$ cat config.mk
export PLATFORM = sky130hd
export DESIGN_NAME = dpio_top
export DESIGN_NICKNAME = d
export VERILOG_FILES = /design/src/dpio_pkg.sv /design/src/dpio_side.sv /design/src/dpio_top.sv
export VERILOG_INCLUDE_DIRS = /design/src /design/src/src
export SDC_FILE = /design/constraint.sdc
export NUM_CORES = 1
export LEC_CHECK = 0
export BUFFER_PORTS_ARGS = -buffer_cell sky130_fd_sc_hd__clkbuf_2
export CELL_PAD_IN_SITES_DETAIL_PLACEMENT = 0
export CELL_PAD_IN_SITES_GLOBAL_PLACEMENT = 1
export CORE_ASPECT_RATIO = 0.5
export CORE_UTILIZATION = 37
export CTS_CLUSTER_DIAMETER = 40
export DETAILED_ROUTE_END_ITERATION = 12
export PLACE_DENSITY = 0.78
export SLEW_MARGIN = 5
export SYNTH_ARGS = -nofsm -noshare
export SYNTH_HDL_FRONTEND = slang
export SYNTH_SLANG_ARGS = --single-unit
export TNS_END_PERCENT = 50
$ cat constraint.sdc
create_clock -name clk -period 2.3 [get_ports clk]
set_clock_uncertainty 0.1 [all_clocks]
set_input_delay 0.69 -clock clk [delete_from_list [all_inputs] [get_ports clk]]
set_output_delay 0.69 -clock clk [all_outputs]
set_load 0.005 [all_outputs]
$ cat src/dpio_map.svh
// Constants for the dual parallel I/O adapter: register selects, control bits, reset values.
// Assumes inclusion by bare name from every design file that needs a constant.
//
// Function
// RULE1: Two identical sides, each with output, direction and control registers.
// RULE2: Control bit two picks direction register at zero, output register at one.
// RULE3: Each direction bit set to one makes its line an output.
// RULE4: Output register writes store data and drive lines that are outputs.
// RULE5: Side B reads return pins for inputs and stored bits for outputs.
// RULE6: Side A reads return the pin level on every bit.
// RULE7: Control bits seven and six are flags, readable, untouched by writes.
// RULE8: Reading the output register or reset clears both flags of that side.
// RULE9: Control bit one picks rising or falling edge that sets flag one.
// RULE10: Control bit zero gates flag one onto the active-low interrupt output.
// RULE11: Enabling bit zero later asserts the interrupt for a pending flag.
// RULE12: With bit five low, line two is an input governed by bits four, three.
// RULE13: Interrupt output asserts when either enabled flag is set.
// RULE14: With bit five high, line two is an output and flag two reads zero.
// RULE15: With bits five and four high, line two follows bit three.
// RULE16: Side A handshake goes low after output read, high when flag one sets.
// RULE17: Side B handshake goes low after output write, high on active input edge.
// RULE18: Side A pulse goes low on output read, high at next bus-enable fall.
// RULE19: Side B pulse goes low after output write, high at next bus-enable rise.
// RULE20: No strobe for side A writes or side B reads.
// RULE21: Reset clears all registers: lines inputs, interrupts off, direction selected.
`ifndef DPIO_MAP_SVH
`define DPIO_MAP_SVH
`define DPIO_RS_A_DATA 2'h0
`define DPIO_RS_A_CTRL 2'h1
`define DPIO_RS_B_DATA 2'h2
`define DPIO_RS_B_CTRL 2'h3
`define DPIO_BIT_IEN1 0
`define DPIO_BIT_EDGE1 1
`define DPIO_BIT_SEL 2
`define DPIO_BIT_C3 3
`define DPIO_BIT_C4 4
`define DPIO_BIT_OUT2 5
`define DPIO_BIT_FLAG2 6
`define DPIO_BIT_FLAG1 7
`define DPIO_CTRL_WMASK 8'h3F
`define DPIO_BYTE_RESET 8'h00
`endif

$ cat src/dpio_pkg.sv
// Types shared by the adapter files.
// Assumes nothing beyond a SystemVerilog compiler.
package dpio_pkg;
    typedef logic [7:0] dpio_byte_t;
endpackage

$ cat src/dpio_side.sv
// One side of the adapter: registers, flags, line-two logic and interrupt.
// Assumes bus inputs synchronous to clk; e_rise and e_fall are one-cycle pulses.
`timescale 1ns/1ns
`default_nettype none
`include "dpio_map.svh"
module dpio_side #(
    parameter bit SIDE_B = 1'b0
) (
    // Clock and reset
    input wire logic clk,
    input wire logic sys_rst,
    // Host access, one-cycle strobes
    input wire logic wr_data,
    input wire logic wr_ctrl,
    input wire logic rd_data,
    input wire logic e_rise,
    input wire logic e_fall,
    input wire dpio_pkg::dpio_byte_t wdata,
    // Read views
    output dpio_pkg::dpio_byte_t data_view,
    output dpio_pkg::dpio_byte_t ctrl_view,
    // Peripheral lines
    input wire dpio_pkg::dpio_byte_t pin_in,
    output dpio_pkg::dpio_byte_t pin_out,
    output dpio_pkg::dpio_byte_t pin_oe,
    input wire logic ctl_input,
    input wire logic ctl_two_in,
    output logic ctl_two_out,
    output logic ctl_two_oe,
    output logic int_out_n
);
    dpio_pkg::dpio_byte_t out_reg, out_next, dir_reg, dir_next;
    logic [5:0] ctl_reg, ctl_next;
    logic flag_one_reg, flag_one_next, flag_two_reg, flag_two_next;
    logic c1_prev_reg, c2_prev_reg, line_reg, line_next, arm_reg, arm_next;
    logic edge1, edge2, sel_out;

    assign sel_out = ctl_reg[`DPIO_BIT_SEL]; // RULE2
    assign edge1 = ctl_reg[`DPIO_BIT_EDGE1] ? (ctl_input & ~c1_prev_reg)
                                            : (~ctl_input & c1_prev_reg); // RULE9
    assign edge2 = ctl_reg[`DPIO_BIT_C4] ? (ctl_two_in & ~c2_prev_reg)
                                         : (~ctl_two_in & c2_prev_reg); // RULE12

    always_comb begin
        out_next = out_reg;
        dir_next = dir_reg;
        ctl_next = ctl_reg;
        flag_one_next = flag_one_reg;
        flag_two_next = flag_two_reg;
        line_next = line_reg;
        arm_next = arm_reg;
        if (wr_data && sel_out) begin
            out_next = wdata; // RULE4
        end
        if (wr_data && !sel_out) begin
            dir_next = wdata; // RULE1
        end
        if (wr_ctrl) begin
            ctl_next = wdata[5:0]; // RULE7
        end
        // A set in the same cycle as the clearing read wins.
        if (rd_data && sel_out) begin
            flag_one_next = 1'b0; // RULE8
            flag_two_next = 1'b0; // RULE8
        end
        if (edge1) begin
            flag_one_next = 1'b1; // RULE9
        end
        if (edge2 && !ctl_reg[`DPIO_BIT_OUT2]) begin
            flag_two_next = 1'b1; // RULE12
        end
        if (ctl_next[`DPIO_BIT_OUT2]) begin
            flag_two_next = 1'b0; // RULE14
        end
        if (ctl_reg[`DPIO_BIT_OUT2] && ctl_reg[`DPIO_BIT_C4]) begin
            line_next = ctl_reg[`DPIO_BIT_C3]; // RULE15
            arm_next = 1'b0;
        end else if (ctl_reg[`DPIO_BIT_OUT2]) begin
            if (!SIDE_B) begin
                // Side A strobes come from output reads only.
                if (arm_reg && e_fall) begin
                    line_next = 1'b1; // RULE18
                    arm_next = 1'b0;
                end
                if (ctl_reg[`DPIO_BIT_C3] && rd_data && sel_out) begin
                    line_next = 1'b0; // RULE18
                    arm_next = 1'b1;
                end
                if (!ctl_reg[`DPIO_BIT_C3]) begin
                    if (rd_data && sel_out) begin
                        arm_next = 1'b1;
                    end else if (arm_reg && e_fall) begin
                        line_next = 1'b0; // RULE16
                        arm_next = 1'b0;
                    end
                    if (edge1) begin
                        line_next = 1'b1; // RULE16
                    end
                end
            end else begin
                // Side B strobes come from output writes only.
                if (wr_data && sel_out) begin
                    arm_next = 1'b1; // RULE20
                end else if (arm_reg && e_rise) begin
                    line_next = 1'b0; // RULE17
                    arm_next = 1'b0;
                end else if (ctl_reg[`DPIO_BIT_C3] && !line_reg && e_rise) begin
                    line_next = 1'b1; // RULE19
                end
                if (!ctl_reg[`DPIO_BIT_C3] && edge1) begin
                    line_next = 1'b1; // RULE17
                end
            end
        end else begin
            line_next = 1'b1;
            arm_next = 1'b0;
        end
    end

    always_ff @(posedge clk or posedge sys_rst) begin
        if (sys_rst) begin
            out_reg <= `DPIO_BYTE_RESET; // RULE21
            dir_reg <= `DPIO_BYTE_RESET; // RULE21
            ctl_reg <= 6'h00;
            flag_one_reg <= 1'b0;
            flag_two_reg <= 1'b0;
            c1_prev_reg <= 1'b0;
            c2_prev_reg <= 1'b0;
            line_reg <= 1'b1;
            arm_reg <= 1'b0;
        end else begin
            out_reg <= out_next;
            dir_reg <= dir_next;
            ctl_reg <= ctl_next;
            flag_one_reg <= flag_one_next;
            flag_two_reg <= flag_two_next;
            c1_prev_reg <= ctl_input;
            c2_prev_reg <= ctl_two_in;
            line_reg <= line_next;
            arm_reg <= arm_next;
        end
    end

    assign pin_out = out_reg; // RULE4
    assign pin_oe = dir_reg; // RULE3
    assign ctl_two_out = line_reg;
    assign ctl_two_oe = ctl_reg[`DPIO_BIT_OUT2]; // RULE14
    assign int_out_n = ~((flag_one_reg & ctl_reg[`DPIO_BIT_IEN1]) |
                         (flag_two_reg & ctl_reg[`DPIO_BIT_C3] &
                          ~ctl_reg[`DPIO_BIT_OUT2])); // RULE10 RULE11 RULE13
    assign ctrl_view = {flag_one_reg, flag_two_reg, ctl_reg};
    always_comb begin
        if (!sel_out) begin
            data_view = dir_reg;
        end else if (SIDE_B) begin
            data_view = (dir_reg & out_reg) | (~dir_reg & pin_in); // RULE5
        end else begin
            data_view = pin_in; // RULE6
        end
    end
endmodule
`default_nettype wire

$ cat src/dpio_top.sv
// Top of the dual parallel I/O adapter: register select decode and bus-enable edges.
// Assumes host strobes and pins synchronous to clk; pin drivers resolved outside.
`timescale 1ns/1ns
`default_nettype none
`include "dpio_map.svh"
module dpio_top (
    // Clock and reset
    input wire logic clk,
    input wire logic sys_rst,
    // Host bus
    input wire logic bus_e,
    input wire logic chip_sel,
    input wire logic rd_wr_n,
    input wire logic [1:0] reg_sel,
    input wire dpio_pkg::dpio_byte_t bus_wdata,
    output dpio_pkg::dpio_byte_t bus_rdata,
    // Side A pins
    input wire dpio_pkg::dpio_byte_t side_a_in,
    output dpio_pkg::dpio_byte_t side_a_out,
    output dpio_pkg::dpio_byte_t side_a_oe,
    input wire logic side_a_ctl_input,
    input wire logic side_a_ctl_line_two_in,
    output logic side_a_ctl_line_two_out,
    output logic side_a_ctl_line_two_oe,
    output logic side_a_int_out_n,
    // Side B pins
    input wire dpio_pkg::dpio_byte_t side_b_in,
    output dpio_pkg::dpio_byte_t side_b_out,
    output dpio_pkg::dpio_byte_t side_b_oe,
    input wire logic side_b_ctl_input,
    input wire logic side_b_ctl_line_two_in,
    output logic side_b_ctl_line_two_out,
    output logic side_b_ctl_line_two_oe,
    output logic side_b_int_out_n
);
    logic e_prev_reg, e_rise, e_fall, acc;
    dpio_pkg::dpio_byte_t a_data, a_ctrl, b_data, b_ctrl, rdata_reg, rdata_next;

    // An access is taken once, at the falling bus-enable edge.
    assign e_rise = bus_e & ~e_prev_reg;
    assign e_fall = ~bus_e & e_prev_reg;
    assign acc = e_fall & chip_sel;

    always_comb begin
        rdata_next = rdata_reg;
        if (bus_e && chip_sel && rd_wr_n) begin
            case (reg_sel)
                `DPIO_RS_A_DATA: rdata_next = a_data;
                `DPIO_RS_A_CTRL: rdata_next = a_ctrl;
                `DPIO_RS_B_DATA: rdata_next = b_data;
                default: rdata_next = b_ctrl;
            endcase
        end
    end

    always_ff @(posedge clk or posedge sys_rst) begin
        if (sys_rst) begin
            e_prev_reg <= 1'b0;
            rdata_reg <= `DPIO_BYTE_RESET;
        end else begin
            e_prev_reg <= bus_e;
            rdata_reg <= rdata_next;
        end
    end
    assign bus_rdata = rdata_reg;

    dpio_side #(.SIDE_B(1'b0)) u_side_a (
        .clk(clk), .sys_rst(sys_rst),
        .wr_data(acc && !rd_wr_n && reg_sel == `DPIO_RS_A_DATA),
        .wr_ctrl(acc && !rd_wr_n && reg_sel == `DPIO_RS_A_CTRL),
        .rd_data(acc && rd_wr_n && reg_sel == `DPIO_RS_A_DATA),
        .e_rise(e_rise), .e_fall(e_fall), .wdata(bus_wdata),
        .data_view(a_data), .ctrl_view(a_ctrl),
        .pin_in(side_a_in), .pin_out(side_a_out), .pin_oe(side_a_oe),
        .ctl_input(side_a_ctl_input), .ctl_two_in(side_a_ctl_line_two_in),
        .ctl_two_out(side_a_ctl_line_two_out), .ctl_two_oe(side_a_ctl_line_two_oe),
        .int_out_n(side_a_int_out_n)
    );

    dpio_side #(.SIDE_B(1'b1)) u_side_b (
        .clk(clk), .sys_rst(sys_rst),
        .wr_data(acc && !rd_wr_n && reg_sel == `DPIO_RS_B_DATA),
        .wr_ctrl(acc && !rd_wr_n && reg_sel == `DPIO_RS_B_CTRL),
        .rd_data(acc && rd_wr_n && reg_sel == `DPIO_RS_B_DATA),
        .e_rise(e_rise), .e_fall(e_fall), .wdata(bus_wdata),
        .data_view(b_data), .ctrl_view(b_ctrl),
        .pin_in(side_b_in), .pin_out(side_b_out), .pin_oe(side_b_oe),
        .ctl_input(side_b_ctl_input), .ctl_two_in(side_b_ctl_line_two_in),
        .ctl_two_out(side_b_ctl_line_two_out), .ctl_two_oe(side_b_ctl_line_two_oe),
        .int_out_n(side_b_int_out_n)
    );
endmodule
`default_nettype wire

==> metrics, run 1 <==
CTS buffer count=9; Top FF cell, synth=dfrtp_1; WP data required=roughly 1.5 ns; Clock Pin Slew Worst Setup and Hold Paths=0.05 ns; gr ovfl total=0; multi-input logic area=0.00131 mm2; WS Path Type=reg -> out; layout cell share with drive strength beyond 1=between 40% and 50%; largest net degree at the start of global routing=33; root buffer cell=clkbuf_16; Mapped Cells=267; die area=between 0.008 and 0.009 mm2; layout net count=392; CTS tree=built; Chip Width=130 um; gpl congestion=0.877; n_diodes=0; Final HPWL DP=between 5000 and 6000 um; most frequent cells in the layout=clkbuf_2, dfrtp_1, mux2_2, nand2_1, a21oi_1; Placed Instances=454; Initial Util=39.9%; cell taking the most area after synthesis=dfrtp_1; top post-synthesis cells by area=dfrtp_1, mux2_2, a21oi_1, o21ai_0, nand2_1; FFs w/ async S/R, synth=100%; global-route wire length before repair=12,800 um; Worst-Margin Slew=0.719 ns; Seq cells post-synth=65; synthesized cell area=0.00305 mm2; initial DRC count=186; drt total wl=slightly above 8000 um; Reg area=0.00163 mm2; Seq/Total Area, Yosys=53.4%; fin crit share=89.4%; Rows=22; DIE HEIGHT=66.2 um; vias in the first global route=around 2.4k; hold-fix buffers at CTS=0; final setup violation count=0; PwrDens=around 870 mW/mm2; Avg Inst Size Synth=between 10 and 15 um2; core area=0.00765 mm2; # DRC=0; Critical Path End Type=output port; Synth cell types=47; Fillers=732; Top Ports=between 80 and 90; Max clock buf depth=2; Sink Count=65; Final Hold Viols=0; crit path DAT=1.27 ns; Vias/cell=5.10; GRT Resource Usage Total=between 20% and 30%; total power draw=3.39 mW; Peak supply drop=0.000385 V; Synth top area share=51.7%; initial antenna violation count=0; P_leak=1.91 nW; Worst Path Max Fanout=6; Post-CTS Setup Inserts=0; RSZ-0062 raised after global routing=no; Max Slew Vio Count=0; Peak Freq=0.486 GHz; status=completed; WL/cell=17.3 um; most common cell after layout, fill and taps aside=clkbuf_2; ANT nets after route=0; DRT Pass-1 Iters=4; startpoint types=flip-flop; Fin Setup TNS=0 ns; Post-synth EDFFs=0; htree depth=3; Tightest Hold Check Type=in -> async; Area Overhead vs Synth=27.5%; slew margin rel.=52.1%; Via Count=around 2.4k; port bufs=80; Non-Filler Instances=467; Synth warnings=0; # resized after CTS=0; minimum clock period=between 2 and 2.5 ns; syn_nets=302; worst-skew pair later-pin latency=0.32 ns; max-cap violation count=0
Yosys cell counts (2+ instances only):
library cell and number:
nor2b_1 5, a31oi_1 6, a211oi_1 2, nor3b_1 2, nor2_1 13, o21ai_1 6
a21oi_1 20, nand2b_1 3, buf_2 5, mux2i_1 7, clkbuf_1 5, dfrtp_1 63
nand2_1 21, o21ai_0 16, nor3_1 2, o31ai_1 7, inv_1 10, buf_6 2
mux2_4 2, and2_1 3, and3b_1 3, a32oi_1 2, nand3b_1 2, mux2_2 36
dfstp_2 2
power by group:
group / internal [mW] / switching (mW) / leakage (nW)
logic: 0.326 / 0.287 / 0.972
clock network: 0.799 / 0.454 / 0.134
registers: 1.32 / 0.202 / 0.805
total: 2.45 / 0.944 / 1.91
critical path: stages, from the launching register on:
cell and delay [ns]:
dfrtp_1 0.48, inv_1 0.09, a32oi_1 0.22, clkbuf_2 0.15
final cells by class:
class | count | area share [%]
tap | 108 | 3.47
inverter | 10 | 1.06
sequential | 65 | 41.9
multi-input combinational | 179 | 33.7
clock buffer | 13 | 6.95
timing repair buffer | 92 | 12.9
stage by stage:
step / utilization, % / cell area, um2 / hold WS, ns / setup WS, ns
floorplan: - / 3060 / 0.367 / 0.327
global placement: 47.3 / 3620 / 0.364 / 0.0960
detailed placement: 47.3 / 3620 / 0.372 / 0.0849
CTS: 50.8 / 3890 / 0.352 / 0.240
global route: 50.8 / 3890 / 0.378 / 0.174
finish: 50.8 / 3890 / 0.345 / 0.244
final timing paths:
path	cells past startpoint	slack [ns]	end	start
max	3	0.24	side_a_int_out_n	u_side_a.ctl_reg[5]
min	2	0.34	u_side_b.ctl_reg[5]	sys_rst
max reg2reg	2	0.47	u_side_b.pin_out[2]	u_side_b.ctl_reg[2]
min reg2reg	2	0.38	bus_rdata[4]	bus_rdata[4]
max in group asynchronous	3	1.22	u_side_a.pin_out[4]	sys_rst
min in group clk	2	0.38	bus_rdata[4]	bus_rdata[4]
cell families after synthesis:
group / synth area share [%]
AOI/OAI and AO/OA: 13.5
and+or+nand+nor: 12.5
DFF: 53.4
muxes: 16.9
buffers and inverters: 3.65
routing by layer:
metal  track usage (%)  up-vias  part of all wire, %
met5                 0        -                    0
met4              7.04        0                 0.45
met3              5.58        2                  4.0
met2              32.1       40                   47
met1              27.7     1194                   48
li1                  -     1146                    -
Note: power is estimated with default switching activity, not from simulation.
==> run 2: changes to the inputs <==
--- a/config.mk
+++ b/config.mk
@@ -6,14 +6,15 @@
 export SDC_FILE = /design/constraint.sdc
 export NUM_CORES = 1
 export LEC_CHECK = 0
+export ABC_AREA = 1
 export BUFFER_PORTS_ARGS = -buffer_cell sky130_fd_sc_hd__clkbuf_2
 export CELL_PAD_IN_SITES_DETAIL_PLACEMENT = 0
 export CELL_PAD_IN_SITES_GLOBAL_PLACEMENT = 1
 export CORE_ASPECT_RATIO = 0.5
-export CORE_UTILIZATION = 37
+export CORE_UTILIZATION = 35
 export CTS_CLUSTER_DIAMETER = 40
 export DETAILED_ROUTE_END_ITERATION = 12
-export PLACE_DENSITY = 0.78
+export PLACE_DENSITY = 0.77
 export SLEW_MARGIN = 5
 export SYNTH_ARGS = -nofsm -noshare
 export SYNTH_HDL_FRONTEND = slang
==> run 2 against run 1 <==
Net effect: first-iteration DRC count up 30%; clock power barely moved; non-clock buffer count is 9 lower; synthesized cell count grew 37%; largest cell class unchanged; largest power group unchanged.
==> metrics, run 2 <==
status=completed; WS Path Type=reg -> out; GRT Resource Usage Total=approximately a fifth; vias in the first global route=2,514; initial DRC count=241; most frequent cells after synthesis=nand2_1, dfrtp_1, inv_1, nor2_1; Clock Pin Slew Worst Setup and Hold Paths=0.05 ns; n_diodes=0; CTS buffer count=9; global-route wire length before repair=between 10,000 and 15,000 um; Mapped Cells=365; Final HPWL DP=~6500 um; layout net count=483; Top Ports=81; syn_nets=400; Placed Area=0.00370 mm2; minimum clock period=1.98 ns; Synth top area share=between 40% and 50%; synthesized cell area=0.00322 mm2; slew margin rel.=70.2%; Placed Instances=554; Fin Setup TNS=0 ns; DRT Pass-1 Iters=4; Area Overhead vs Synth=23.4%; WP data required=1.51 ns; Non-Filler Instances=570; Initial Util=a little over a third; Vias/cell=4.82; largest net degree at the start of global routing=66; P_leak=2.11 nW; initial antenna violation count=0; Non-Filler Cell Area, Final=0.00398 mm2; ANT nets after route=0; worst setup margin=0.321 ns; CTS tree=built; top post-synthesis cells by area=dfrtp_1, nand2_1, o21ai_2, inv_1, o21ai_1; Seq/Total Area, Yosys=50.5%; RSZ-0062 raised after global routing=no; cell taking the most area after synthesis=dfrtp_1; Final Hold Viols=0; Adder-Cell Fraction of Synth Area=0%; Peak supply drop=0.000346 V; Rows=24; reg2reg path depth=6; die area=a little under 0.01 mm2; PwrDens=around 850 mW/mm2; Critical Path End Type=output port; Peak Freq=0.505 GHz; # resized after CTS=0; most frequent cells in the layout=nand2_1, clkbuf_2, dfrtp_1, inv_1, nor2_1; layout cell share with drive strength beyond 1=30.9%; gpl congestion=0.822; Chip Width=138 um; max-cap violation count=0; root buffer cell=clkbuf_16; final setup violation count=0; worst-skew pair later-pin latency=about 0.33 ns; Max Slew Vio Count=0; DIE HEIGHT=around 70 um; crit path DAT=1.19 ns; Worst-Margin Slew=approximately 0.45 ns; Post-Synth XOR/XNOR Area=0%; gr ovfl total=0; fin crit share=86.0%; Top FF cell, synth=dfrtp_1; Avg Inst Size Synth=8.83 um2; FFs w/ async S/R, synth=100%; WL/cell=15.4 um; most common cell after layout, fill and taps aside=nand2_1; Sink Count=65; post-synthesis simple-gate area fraction=25.4%; Via Count=roughly 2.7k; core area=0.00883 mm2; Seq cells post-synth=between 60 and 70; Synth warnings=0; Synth cell types=30; Post-synth EDFFs=0; worst slack, placed=0.260 ns; Max clock buf depth=2; main combinational cell family by area after synthesis=simple AND/OR/NAND/NOR gates; hold-fix buffers at CTS=0; complex-gate fraction of the synthesized area=16.6%; drt total wl=about 9000 um; startpoint types=flip-flop; htree depth=3; # DRC=0; Post-CTS Setup Inserts=0; most common cell in the synthesized netlist=nand2_1; port bufs=80; mux contribution to synthesized area=0%; Worst Path Max Fanout=4; Tightest Hold Check Type=in -> async
## run 2: cell count changes after synthesis, sizes merged, moves of 7 or more
cell	delta
a21o	+8
a21oi	-12
inv	+24
mux2	-39
mux2i	-7
nand2	+90
nand3	+20
nand4	+8
nor2	+11
o21ai	+38
o31ai	-7
## run 2: worst max-delay path: stages (launching register included)
cell      delay [ns]
dfrtp_1         0.41
inv_1           0.11
a32oi_1         0.19
clkbuf_2        0.14
## run 2: cell families (layout without fill, tap and decap cells)
logic type             after synthesis  in the layout
AND/OR/NAND/NOR                    171            171
AO/OA/AOI/OAI                       83             83
flip-flops                          65             65
buffers and inverters               46            134
## run 2: cell type report
cell class                 count  area [um2]
multi-input combinational    254        1350
clock buffer                  13         260
timing repair buffer          83         435
clock inverter                 3        15.0
tap                          117         146
sequential                    65        1630
inverter                      35         140
fill                         911        4850
## run 2: routing by layer
metal | routed length [um] | track usage, % | share of wire [%] | vias up
met1 | 4390 | 29.9 | 50 | 1297
li1 | - | - | - | 1374
met5 | 0 | 0 | 0 | -
met2 | 3870 | 27.2 | 44 | 68
met3 | 425 | 4.79 | 4.8 | 9
met4 | 103 | 6.04 | 1.2 | 0
## run 2: final timing paths
| path | end | start | slack [ns] |
|---|---|---|---|
| worst max register to register | u_side_a.flag_two_reg | e_prev_reg | 0.76 |
| worst min-delay path | bus_rdata[4] | sys_rst | 0.34 |
| min in group clk | bus_rdata[4] | bus_rdata[4] | 0.37 |
| max in group asynchronous | u_side_a.ctl_two_out | sys_rst | 1.46 |
| worst min register to register | bus_rdata[4] | bus_rdata[4] | 0.37 |
| worst max-delay path | side_a_int_out_n | u_side_a.ctl_reg[5] | 0.32 |
## run 2: power breakdown
group	total [mW]	leakage, nW	switching (mW)	internal [mW]
sequential	1.46	0.834	0.153	1.31
clock	1.25	0.139	0.470	0.782
combinational	0.648	1.14	0.370	0.278
## run 2: stage by stage
step                utilization [%]  hold slack, ns  total power [mW]
floorplan                         -           0.372              1.83
global placement               42.0           0.372              2.13
detailed placement             42.0           0.370              2.14
CTS                            45.1           0.357              3.40
global route                   45.1           0.378              3.56
finish                         45.1           0.344              3.36
==> run 3: changes to the inputs <==
--- a/config.mk
+++ b/config.mk
@@ -14,7 +14,8 @@
 export CORE_UTILIZATION = 35
 export CTS_CLUSTER_DIAMETER = 40
 export DETAILED_ROUTE_END_ITERATION = 12
-export PLACE_DENSITY = 0.77
+export MAX_ROUTING_LAYER = met4
+export PLACE_DENSITY_LB_ADDON = 0.3
 export SLEW_MARGIN = 5
 export SYNTH_ARGS = -nofsm -noshare
 export SYNTH_HDL_FRONTEND = slang
==> run 3 against run 2 <==
Net effect: flip-flop and latch count unchanged; clock-buffer cell count up 1; cell count up 0.18%; largest power group unchanged; die area unchanged; via count down 0.51%; non-clock buffer count up 1; clock power up 6%; largest cell class unchanged; cell area up 0.66%.
==> metrics, run 3 (synthesized netlist as in run 2, its figures left out) <==
status=completed; n_diodes=0; worst slack, placed=0.246 ns; CTS tree=built; WL/cell=15.3 um; most common cell after layout, fill and taps aside=nand2_1; root buffer cell=clkbuf_16; DRT Pass-1 Iters=4; fin crit share=84.6%; Sink Count=65; Fin Setup TNS=0 ns; Chip Width=138 um; Peak supply drop=~0.00036 V; final setup violation count=0; Final HPWL DP=roughly 6600 um; post-layout util=45.4%; # DRC=0; die area=0.00962 mm2; port bufs=80; hold-fix buffers at CTS=0; P_leak=2.13 nW; slew margin rel.=67.8%; ANT nets after route=0; vias in the first global route=roughly 2.6k; htree depth=3; worst-skew pair later-pin latency=0.33 ns; WP data required=1.51 ns; GRT Resource Usage Total=about 21%; Max Slew Vio Count=0; Vias/cell=between 4 and 5; core area=0.00883 mm2; worst setup margin=0.354 ns; Fillers=917; Top Ports=81; R2R Setup Slk=just under 0.8 ns; layout net count=slightly below 500; Max clock buf depth=2; max-cap violation count=0; CTS buffer count=9; initial DRC count=178; Hold Worst Slack=0.251 ns; Worst-Margin Slew=around 0.48 ns; WS Path Type=reg -> out; RSZ-0062 raised after global routing=no; Final Hold Viols=0; drt total wl=between 8000 and 9000 um; DIE HEIGHT=69.9 um; Rows=24; Critical Path End Type=output port; gpl congestion=0.823; Tightest Hold Check Type=in -> async; gr ovfl total=0; minimum clock period=1.95 ns; largest net degree at the start of global routing=38; Post-CTS Setup Inserts=0; Via Count=2,734; Clock Pin Slew Worst Setup and Hold Paths=0.05 ns; Peak Freq=just over 0.5 GHz; most frequent cells in the layout=nand2_1, clkbuf_2, dfrtp_1, inv_1, nor2_1; layout cell share with drive strength beyond 1=a little under a third; # resized after CTS=0; RR Startpoint=e_prev_reg; Area Overhead vs Synth=24.3%; Worst Path Max Fanout=4; crit path DAT=1.16 ns; startpoint types=flip-flop; PwrDens=857 mW/mm2; initial antenna violation count=0; reg2reg path depth=6; global-route wire length before repair=14,000 um; Initial Util=36.5%; r2r endpoint=u_side_a.flag_two_reg
==> run 3: cell count changes in the layout (fill, tap and decap cells not counted), sizes merged <==
cell,previous run,this run
clkinv,4,3
buf,3,4
clkbuf,93,94
==> run 3: how the worst max path moves through the flow <==
| stage | startpoint | end | slack [ns] | cells past startpoint |
|---|---|---|---|---|
| 2_1_floorplan | reg_sel[1] | u_side_a.pin_oe[0] | 0.56 | 6 |
| 3_3_place_gp | bus_e | u_side_a.flag_two_reg | 0.29 | 8 |
| 3_5_place_dp | reg_sel[1] | u_side_b.pin_oe[4] | 0.25 | 6 |
| 4_1_cts | u_side_a.ctl_reg[5] | side_a_int_out_n | 0.32 | 3 |
| 5_1_grt | u_side_b.ctl_reg[5] | side_b_int_out_n | 0.23 | 3 |
| 6_report | u_side_a.ctl_reg[5] | side_a_int_out_n | 0.35 | 3 |
==> run 3: where the power goes <==
part	total, mW	leakage (nW)	internal (mW)	switching [mW]
Clock	1.33	0.149	0.843	0.482
Sequential	1.46	0.834	1.31	0.145
Combinational	0.652	1.14	0.278	0.374
Total	3.43	2.13	2.43	1.00
==> run 3: final cells by class <==
cell class	instances	area, um2	area share [%]
Clock buffer	14	284	7.09
Timing Repair Buffer	84	443	11.1
Sequential cell	65	1630	40.7
Tap cell	117	146	3.65
Multi-Input combinational cell	254	1350	33.8
Inverter	35	140	3.50
Clock inverter	2	10.0	0.250
==> run 3: routing by layer <==
metal / GRT usage, % / up-vias / share of wire (%)
met5: - / - / 0
met4: 5.43 / 0 / 0.96
met3: 5.66 / 9 / 4.4
met2: 27.4 / 65 / 43
met1: 30.5 / 1295 / 52
li1: - / 1365 / -
==> run 3: stage by stage <==
| step | power [mW] | cells | instance area (um2) |
|---|---|---|---|
| 2_1_floorplan | 1.83 | 365 | 3230 |
| 3_3_place_gp | 2.12 | 555 | 3710 |
| 3_5_place_dp | 2.13 | 555 | 3710 |
| 4_1_cts | 3.47 | 571 | 4010 |
| 5_1_grt | 3.61 | 571 | 4010 |
| 6_report | 3.43 | 571 | 4010 |
==> run 3: worst max-delay path, cell delays in order (launching register included) <==
cell	delay, ns
dfrtp_1	0.40
inv_1	0.11
a32oi_1	0.18
clkbuf_2	0.14
